==> src/design/mbls_pkg.sv <==
// Package for the memory bus byte-lane steering block: widths, strap defaults, modes.
// Assumes a 32-bit external data bus split into four byte lanes.
package mbls_pkg;

  // ----------------------------------------------------------------------
  // Sizes and defaults
  // ----------------------------------------------------------------------
  localparam int          DATA_W          = 32;
  localparam int          LANES           = 4;
  localparam logic        ENDIAN_DEFAULT  = 1'b1;   // One selects little endian.
  localparam logic        CORR_DEFAULT    = 1'b1;   // One leaves correction disabled.
  localparam int          IFACE_MAX_MHZ   = 100;
  localparam int          CLOCK_MHZ       = 25;
  localparam logic [3:0]  LANES_RESET     = 4'h0;
  localparam logic [31:0] DATA_RESET      = 32'h0000_0000;
  localparam logic [3:0]  LANE_ALL        = 4'hF;   // Wide memory drives every lane.
  localparam logic [3:0]  LANE_HALF       = 4'h3;   // Halfword lanes before steering.
  localparam logic [3:0]  LANE_BYTE       = 4'h1;   // Byte lane before steering.
  localparam logic [1:0]  BASE_HALF_BIG   = 2'h2;   // First lane of an uncorrected big halfword.
  localparam logic [1:0]  BASE_BYTE_BIG   = 2'h3;   // Lane of an uncorrected big byte.

  // ----------------------------------------------------------------------
  // Types
  // ----------------------------------------------------------------------
  typedef enum logic [1:0] {
    MBLS_W8,
    MBLS_W16,
    MBLS_W32
  } mbls_width_e;

  typedef enum logic [1:0] {
    MBLS_RESET,
    MBLS_LATCH,
    MBLS_RUN
  } mbls_phase_e;

  // Request from the core side for one transfer.
  typedef struct packed {
    logic        valid;
    logic [1:0]  byte_addr;
    logic [31:0] data;
  } mbls_req_s;

  // Steered output toward the external bus.
  typedef struct packed {
    logic        valid;
    logic [3:0]  lane_en;
    logic [31:0] data;
  } mbls_bus_s;

endpackage : mbls_pkg

==> src/design/mbls_top.sv <==
// Byte-lane steering between core data and the 32-bit external memory bus.
// Assumes straps are held steady during reset and that requests are synchronous to clock_i.
`timescale 1ns/100ps
module mbls_top (
  input  wire logic                  clock_i,
  input  wire logic                  rst_i,
  input  wire logic                  ext_reset_n_i,
  input  wire logic                  endian_select_strap_i,
  input  wire logic                  lane_correction_strap_i,
  input  wire logic [1:0]            mem_width_i,
  input  wire mbls_pkg::mbls_req_s   req_i,
  output logic                       running_o,
  output logic                       little_endian_select_o,
  output logic                       big_endian_correction_o,
  output mbls_pkg::mbls_bus_s        bus_o
);

  // ----------------------------------------------------------------------
  // State
  // ----------------------------------------------------------------------
  // Every register of the block lives in this one struct.
  typedef struct packed {
    mbls_pkg::mbls_phase_e phase;
    logic                  running;
    logic                  little;
    logic                  corr_on;
    mbls_pkg::mbls_bus_s   bus;
  } mbls_state_s;

  mbls_state_s st;
  mbls_state_s next_st;

  // Reset state shared by both resets, so a device reset clears the same bits.
  localparam mbls_state_s ST_RESET = '{
    phase:   mbls_pkg::MBLS_RESET,
    running: 1'b0,
    little:  mbls_pkg::ENDIAN_DEFAULT,
    corr_on: ~mbls_pkg::CORR_DEFAULT,
    bus:     '{valid:   1'b0,
               lane_en: mbls_pkg::LANES_RESET,
               data:    mbls_pkg::DATA_RESET}
  };

  // The interface clock here is far below the limit; this guards a retarget.
  localparam int unsigned CLK_OK =
    (mbls_pkg::CLOCK_MHZ <= mbls_pkg::IFACE_MAX_MHZ) ? 1 : 0;

  // Lane offset of the first byte: corrected or little puts it low.
  function automatic logic [1:0] base_lane(input mbls_pkg::mbls_width_e w,
                                           input logic                  little,
                                           input logic                  corr_on);
    if (w == mbls_pkg::MBLS_W32 || little || corr_on) begin
      base_lane = 2'h0;
    end else if (w == mbls_pkg::MBLS_W16) begin
      base_lane = mbls_pkg::BASE_HALF_BIG;
    end else begin
      base_lane = mbls_pkg::BASE_BYTE_BIG;
    end
  endfunction : base_lane

  // ----------------------------------------------------------------------
  // Next state
  // ----------------------------------------------------------------------
  // Straps are caught in a clocked phase after release, never by the async reset.
  always_comb begin
    mbls_pkg::mbls_width_e w;
    logic [1:0]            base;
    w       = mbls_pkg::mbls_width_e'(mem_width_i);
    base    = 2'h0;
    next_st = st;
    next_st.bus.valid = 1'b0;
    case (st.phase)
      mbls_pkg::MBLS_RESET: begin
        next_st.bus.lane_en = mbls_pkg::LANES_RESET;
        next_st.bus.data    = mbls_pkg::DATA_RESET;
        if (ext_reset_n_i) begin
          next_st.phase = mbls_pkg::MBLS_LATCH;
        end
      end
      mbls_pkg::MBLS_LATCH: begin
        next_st.little  = endian_select_strap_i;
        next_st.corr_on = ~lane_correction_strap_i;
        next_st.phase   = mbls_pkg::MBLS_RUN;
      end
      mbls_pkg::MBLS_RUN: begin
        // Width code 3 has no memory of its own and takes the byte path.
        if (req_i.valid && CLK_OK == 1) begin
          base = base_lane(w, st.little, st.corr_on);
          if (w == mbls_pkg::MBLS_W32) begin
            next_st.bus.lane_en = mbls_pkg::LANE_ALL;
            next_st.bus.data    = req_i.data;
          end else if (w == mbls_pkg::MBLS_W16) begin
            next_st.bus.lane_en = mbls_pkg::LANE_HALF << base;
            next_st.bus.data    = {16'h0000, req_i.data[15:0]} << {base, 3'h0};
          end else begin
            next_st.bus.lane_en = mbls_pkg::LANE_BYTE << base;
            next_st.bus.data    = {24'h00_0000, req_i.data[7:0]} << {base, 3'h0};
          end
          next_st.bus.valid = 1'b1;
        end
      end
      default: begin
        next_st.phase = mbls_pkg::MBLS_RESET;
      end
    endcase
    // External reset low puts every bit back to its reset value, mode included.
    if (!ext_reset_n_i) begin
      next_st = ST_RESET;
    end
    // A register of its own, so running_o needs no decoder behind the flop.
    next_st.running = (next_st.phase == mbls_pkg::MBLS_RUN);
  end

  // ----------------------------------------------------------------------
  // Registers
  // ----------------------------------------------------------------------
  // Constants only under reset; the power-on strap defaults seed the mode.
  always_ff @(posedge clock_i or posedge rst_i) begin
    if (rst_i) begin
      st <= ST_RESET;
    end else begin
      st <= next_st;
    end
  end

  // Outputs are plain flip-flop copies so they stay glitch free toward the pads.
  assign running_o               = st.running;
  assign little_endian_select_o  = st.little;
  assign big_endian_correction_o = st.corr_on;
  assign bus_o                   = st.bus;

  // ----------------------------------------------------------------------
  // Checks
  // ----------------------------------------------------------------------
  // Reset, release and acceptance. A request counts as taken only when the
  // block is running and the external reset is high on the same edge.
  a_reset_hold: assert property (@(posedge clock_i) disable iff (rst_i)
    !ext_reset_n_i |=> !running_o && !bus_o.valid)
    else $error("output active while external reset low");

  a_reset_state: assert property (@(posedge clock_i) disable iff (rst_i)
    !ext_reset_n_i |=> bus_o.lane_en == mbls_pkg::LANES_RESET
    && little_endian_select_o == mbls_pkg::ENDIAN_DEFAULT && !big_endian_correction_o)
    else $error("state not cleared while external reset low");

  a_no_spurious: assert property (@(posedge clock_i) disable iff (rst_i)
    !(running_o && req_i.valid && ext_reset_n_i) |=> !bus_o.valid)
    else $error("bus valid without a taken request");

  a_release_run: assert property (@(posedge clock_i) disable iff (rst_i)
    !ext_reset_n_i ##1 ext_reset_n_i [*2] |=> running_o)
    else $error("not running after release");

  a_req_answered: assert property (@(posedge clock_i) disable iff (rst_i)
    running_o && req_i.valid && ext_reset_n_i |=> bus_o.valid)
    else $error("taken request not answered");

  a_mode_steady: assert property (@(posedge clock_i) disable iff (rst_i)
    running_o && $past(running_o)
    |-> $stable(little_endian_select_o) && $stable(big_endian_correction_o))
    else $error("mode changed while running");

  a_strap_latch: assert property (@(posedge clock_i) disable iff (rst_i)
    $rose(running_o) |-> little_endian_select_o == $past(endian_select_strap_i)
    && big_endian_correction_o == !$past(lane_correction_strap_i))
    else $error("strap not captured at release");

  // Lane steering per width and mode. Unused lanes must carry zero so that a
  // narrow memory never sees stale data on lanes it does not decode.
  a_wide_lanes: assert property (@(posedge clock_i) disable iff (rst_i)
    running_o && req_i.valid && ext_reset_n_i && mem_width_i == mbls_pkg::MBLS_W32
    |=> bus_o.lane_en == mbls_pkg::LANE_ALL && bus_o.data == $past(req_i.data))
    else $error("wide access not on all lanes");

  a_little_byte: assert property (@(posedge clock_i) disable iff (rst_i)
    running_o && little_endian_select_o && req_i.valid && ext_reset_n_i
    && mem_width_i == mbls_pkg::MBLS_W8
    |=> bus_o.lane_en == 4'h1 && bus_o.data[7:0] == $past(req_i.data[7:0]))
    else $error("little byte not on lane 0");

  a_byte_upper_zero: assert property (@(posedge clock_i) disable iff (rst_i)
    running_o && little_endian_select_o && req_i.valid && ext_reset_n_i
    && mem_width_i == mbls_pkg::MBLS_W8 |=> bus_o.data[31:8] == 24'h00_0000)
    else $error("little byte leaves data on upper lanes");

  a_big_byte: assert property (@(posedge clock_i) disable iff (rst_i)
    running_o && !little_endian_select_o && !big_endian_correction_o && req_i.valid
    && ext_reset_n_i && mem_width_i == mbls_pkg::MBLS_W8
    |=> bus_o.lane_en == 4'h8 && bus_o.data[31:24] == $past(req_i.data[7:0]))
    else $error("big byte not on lane 3");

  a_big_lower_zero: assert property (@(posedge clock_i) disable iff (rst_i)
    running_o && !little_endian_select_o && !big_endian_correction_o && req_i.valid
    && ext_reset_n_i && mem_width_i == mbls_pkg::MBLS_W8 |=> bus_o.data[23:0] == 24'h00_0000)
    else $error("big byte leaves data on lower lanes");

  a_corr_low: assert property (@(posedge clock_i) disable iff (rst_i)
    running_o && big_endian_correction_o && req_i.valid && ext_reset_n_i
    && mem_width_i == mbls_pkg::MBLS_W8
    |=> bus_o.lane_en == 4'h1 && bus_o.data[7:0] == $past(req_i.data[7:0]))
    else $error("corrected byte not on lane 0");

  a_little_half: assert property (@(posedge clock_i) disable iff (rst_i)
    running_o && little_endian_select_o && req_i.valid && ext_reset_n_i
    && mem_width_i == mbls_pkg::MBLS_W16
    |=> bus_o.lane_en == 4'h3 && bus_o.data[15:0] == $past(req_i.data[15:0]))
    else $error("little halfword not on lower lanes");

  a_big_half: assert property (@(posedge clock_i) disable iff (rst_i)
    running_o && !little_endian_select_o && !big_endian_correction_o && req_i.valid
    && ext_reset_n_i && mem_width_i == mbls_pkg::MBLS_W16
    |=> bus_o.lane_en == 4'hC && bus_o.data[31:16] == $past(req_i.data[15:0]))
    else $error("big halfword not on upper lanes");

  a_corr_half: assert property (@(posedge clock_i) disable iff (rst_i)
    running_o && big_endian_correction_o && req_i.valid && ext_reset_n_i
    && mem_width_i == mbls_pkg::MBLS_W16
    |=> bus_o.lane_en == 4'h3 && bus_o.data[15:0] == $past(req_i.data[15:0])
    && bus_o.data[31:16] == 16'h0000)
    else $error("corrected halfword not on lower lanes");

endmodule : mbls_top

==> config.mk <==
export PLATFORM = sky130hd
export DESIGN_NAME = mbls_top
export DESIGN_NICKNAME = d
export VERILOG_FILES = /design/src/design/mbls_pkg.sv /design/src/design/mbls_top.sv
export SDC_FILE = /design/constraint.sdc
export NUM_CORES = 1
export LEC_CHECK = 0
export ABC_AREA = 1
export ABC_CLOCK_PERIOD_IN_PS = 1700
export BUFFER_PORTS_ARGS = -buffer_cell sky130_fd_sc_hd__clkbuf_2
export CAP_MARGIN = 20
export CELL_PAD_IN_SITES_DETAIL_PLACEMENT = 1
export CELL_PAD_IN_SITES_GLOBAL_PLACEMENT = 2
export CORE_ASPECT_RATIO = 1.5
export CORE_UTILIZATION = 27
export DETAILED_ROUTE_END_ITERATION = 8
export HOLD_SLACK_MARGIN = 0.06
export PLACE_DENSITY = 0.81
export SLEW_MARGIN = 20
export SYNTH_ARGS = -nofsm -noshare
export SYNTH_HDL_FRONTEND = slang
export SYNTH_SLANG_ARGS = --single-unit
==> constraint.sdc <==
create_clock -name clock_i -period 1.7 [get_ports clock_i]
set_clock_uncertainty 0.05 [all_clocks]
set_input_delay 0.34 -clock clock_i [delete_from_list [all_inputs] [get_ports clock_i]]
set_output_delay 0.34 -clock clock_i [all_outputs]
set_load 0.01 [all_outputs]
### After elaboration in Yosys (flattened, before gate mapping)

Cells that the tools add are included.
Widths: inputs -> output; s select.

* bits in latches: 0
* output and inout port bits: 40
* memories: 0
* flip-flop bits (word level): 42
* bits in writable memories: 0
* bits in read-only memories: 0
* bits of input ports: 42

* shift operators: 4
* mux-type cells: 12
* $lt $le $gt $ge: 0
* divide/modulo/power cells: 0
* reductions and logical operators: 4
* equal/unequal tests: 8
* add/subtract/negate cells: 0
* bitwise gates (word level): 1
* $mul: 0

Operators by type and width (count)
* $mux 36: 2
* $pmux 36 s2: 1
* $mux 42: 1
* $mux 37: 1
* $shl 16x5->32: 1
* $shl 8x5->32: 1
* $mux 2: 4
* $eq 2x2->1 const B: 3
* $pmux 2 s3: 1
* $eq 2x1->1 const B: 2
* $shl 1x2->4 const A: 1
* $shl 2x2->4 const A: 1
* $ne 3x1->1 const B: 1
* $ne 3x3->1 const B: 1
* $logic_not 2->1: 1
* $logic_or 1x1->1: 2
* $mux 1: 2
* $ne 2x1->1 const B: 1
* $reduce_and 2->1: 1
* $not 1->1: 1

### Depth between registers and ports, before layout

* depth after elaboration: 13
* depth in mapped cells: 9
* gate-level depth less buffers: 8

### Least setup slack after synthesis

OpenSTA, ideal clock, no wires.

* path type: reg2reg
* start: register st[40] (netlist bit)
* end: register st (netlist bit bus_o[0])
* slack: 0.248 ns
* setup time: 0.083 ns
* data arrival time: 1.319 ns
* period minus slack after synthesis: 1.452 ns
* stages on the path, launching flop included: 9
* required time: 1.567 ns
* cell sequence: dfrtp_1 inv_1 ha_1 nand2_1 nand2_1 a21oi_2 buf_4 nand2_1 o21ai_0

* word-level cells in the longest chain between the ends: 3
* elaborated cells between the ends (all ways): 7
* classes of those cells: eq/ne: 3; mux: 2; reduce/logical: 2

RTL lines
* start: declaration: RTL line mbls_top.sv:30 `mbls_state_s st;`
* start signal: assignment: RTL line mbls_top.sv:122 `st <= next_st;`
* $eq 2x2->1 / $logic_not 2->1 (equally long branches): RTL line mbls_top.sv:72 `case (st.phase)`
* $pmux 36 s2, or another cell as far along: RTL line mbls_top.sv:72
* $mux 42 / $reduce_and 2->1 (equally long branches)

Several ways; a longest one is shown, not always the timed one.
A chain may end at the register's enable or synchronous reset.

### Worst setup path in the final report

* start: register st[40] (netlist bit)
* end: register st (netlist bit bus_o[18])

The elaborated chain is that of the path after synthesis.

==> run_results.csv <==
group,metric,value,unit
run,drv_cap,0,
finish,fin_nets,390,
die,pin_count,82,
synthesis,synth_cells,294,
sta,post-route-min-period,1583,ps
die,core_area,0.008362,mm²
placement,port_buffers,79,
worst_setup_path,cpMostUsedCell,"nand2_1",
worst_setup_path,cp.required,1880,ps
sta,slew-limit-headroom,0.6574,
synthesis,syn_area_per_cell,7.860,µm²
die,die_w,77.54,µm
status,status,"complete, no violations",
route,drt_iter0_drc,59,
sta,finalSetupViolations,0,
sta,tightest_slew,513.4,ps
worst_setup_path,cp.depth,8,
synthesis,synthesis.area,0.002311,mm²
global_route,grt_max_degree,37,
route,wl_met2,3476,µm
route,m1WireLength,2489,µm
cts,clock_latency,280,ps
sta,setup_tns,0,ps
placement,dpl_cell_area,0.002565,mm²
power_and_ir_drop,power_density,900.1,mW/mm²
synthesis,ys_ff_latch,42,
worst_setup_path,crit_path_cell_trace,"inv_1, ha_1, nand2_1, nor2_4, inv_2, a21oi_2, nand3_1, nand2_1",
worst_setup_path,rr_worst_depth,8,
die,die_area,0.008941,mm²
cts,clk_pin_slew,60,ps
finish,final_common_cell,"nand2_1",
route,drt_drc_violations_left,0,
placement,place.gp.congestion,0.7640,
sta,post-route-period-util,0.9309,
route,top_layer_used,"met4",
cts,cts_max_level,2,
die,std_cell_rows,41,
placement,hpwlAfterDp,4985,µm
worst_setup_path,cp.arrival,1760,ps
synthesis,ys_seq_area_frac,0.4553,
global_route,grt_pass1_wl,10240,µm
die,dieHeight,115.3,µm
route,wl_met3,255,µm
worst_setup_path,critPathCaptureType,"flop",
route,num_vias,1951,
finish,antennaDiodeCount,0,
die,start_util,0.2764,
power_and_ir_drop,ir_worst_vdd,377.2,µV
sta,clock.fmax,631.9,MHz
worst_setup_path,path_delay_family,"simple AND/OR/NAND/NOR gates",
worst_hold_path,hold_path_class,"in2reg",
synthesis,yosys_warnings,0,
cts,root_buffer,"clkbuf_16",
finish,syn_to_final_growth,19.22,%
worst_setup_path,slowest_stage,"dfrtp_1",
global_route,antenna_found_initial,0,
cts,cts.sinks,42,
route,vias_per_cell,4.316,
worst_hold_path,hold_depth,2,
sta,holdWs,177.0,ps
route,drt-pass1-iter-count,4,
cts,cts_buffers,5,
finish,mostFrequentLayoutCells,"130 x nand2_1, 79 x clkbuf_2, 41 x dfrtp_1, 17 x inv_1, 17 x nand3_1",
cts,cts_tree,"done",
worst_setup_path,worstSetupPathType,"reg2reg",
worst_setup_path,critPathBufInv,2,
route,post_drt_wl_per_cell,14.16,µm
route,ant_nets,0,
synthesis,synth.net_count,340,
synthesis,synth_cell_types,20,
sta,hold_viol_final,0,
global_route,grt_pass1_vias,2058,
worst_setup_path,critPathMaxStageDelay,380,ps
route,wl,6399,µm
cts,cts_max_path_buffers,2,
sta,rsz0062_at_grt,"false",
finish,layout-drive-gt1-share,0.3159,
global_route,grt_overflow,0,
worst_setup_path,cp_max_fo,5,
global_route,track_usage,0.1529,
power_and_ir_drop,leakagePower,1.627,nW
finish,fin_area,0.002755,mm²
worst_setup_path,crit_path_start_kind,"flop",
sta,drv_slew,0,
==> area by class of cell <==
class                      count  area, µm²
fill                        1051       5607
sequential                    42       1052
multi-input combinational    186      843.3
timing repair buffer          86      488.0
clock buffer                   6      138.9
tap                          107      133.9
inverter                      23      86.33
clock inverter                 2      12.51
==> cells in the mapped netlist <==
master	instances	area, µm²
inv_1	17	63.81
a21oi_4	2	32.53
inv_2	6	22.52
buf_4	42	315.3
a211oi_1	1	7.510
nand2_1	130	488.0
ha_1	4	50.05
dfrtp_1	41	1026
nand2_4	1	11.26
a21o_1	1	7.510
dfstp_2	1	26.28
buf_6	2	22.52
a21oi_2	1	8.760
o21ai_0	15	75.07
nor2_4	1	11.26
o21ai_1	2	10.01
a21oi_1	2	10.01
nand3_1	17	85.08
nand2_2	3	18.77
nor2_1	5	18.77
==> what timing repair did <==
item                                    4_1_cts  5_1_grt
hold endpoints to repair                      9        0
setup buffers                                 0        1
gates resized for setup                       0        0
hold buffers                                  1        0
endpoints found under the setup margin        0       13
==> stage by stage <==
stage	util	instances	power, mW	worst slack [ps]
after floorplan	-	294	1.367	247.9
after global placement	0.3067	441	1.509	136.3
after detailed placement	0.3067	441	1.521	90.23
after CTS	0.3261	450	2.515	81.27
after global routing	0.3295	452	2.619	5.154
final	0.3295	452	2.480	117.5
==> power by group <==
part | leakage [nW] | internal (mW) | switching (mW)
clock | 0.0729 | 0.582 | 0.399
sequential | 0.579 | 1.04 | 0.0238
combinational | 0.975 | 0.152 | 0.280
==> layer usage <==
metal | global-route usage | vias up
li1 | - | 961
met1 | 0.1648 | 929
met2 | 0.2861 | 50
met3 | 0.02937 | 11
met4 | 0.06918 | 0
met5 | 0 | -
==> path summary, 6_finish.rpt <==
check	slack [ps]	startpoint	endpoint
hold reg to reg	430	bus_o[5]	bus_o[5]
max in group asynchronous	510	rst_i	bus_o[10]
hold / removal	180	lane_correction_strap_i	big_endian_correction_o
min in group asynchronous	570	rst_i	bus_o[34]
setup / recovery	120	st[40]	bus_o[18]
setup reg to reg	120	st[40]	bus_o[18]
==> sequential cells by signal, indices dropped and copies added (netlist names) <==
signal,count
little_endian_select_o,1
running_o,1
big_endian_correction_o,1
st,2
bus_o,37
==> cell families (layout without fill, tap and decap cells) <==
group / count (synthesis) / count (layout) / synth area share
compound gates: 24 / 25 / 0.06551
fa+ha+maj: 4 / 4 / 0.02166
buf+inv: 67 / 117 / 0.1835
flops: 42 / 42 / 0.4553
simple gates: 157 / 157 / 0.2740
Note: power is estimated with default switching activity, not from simulation.
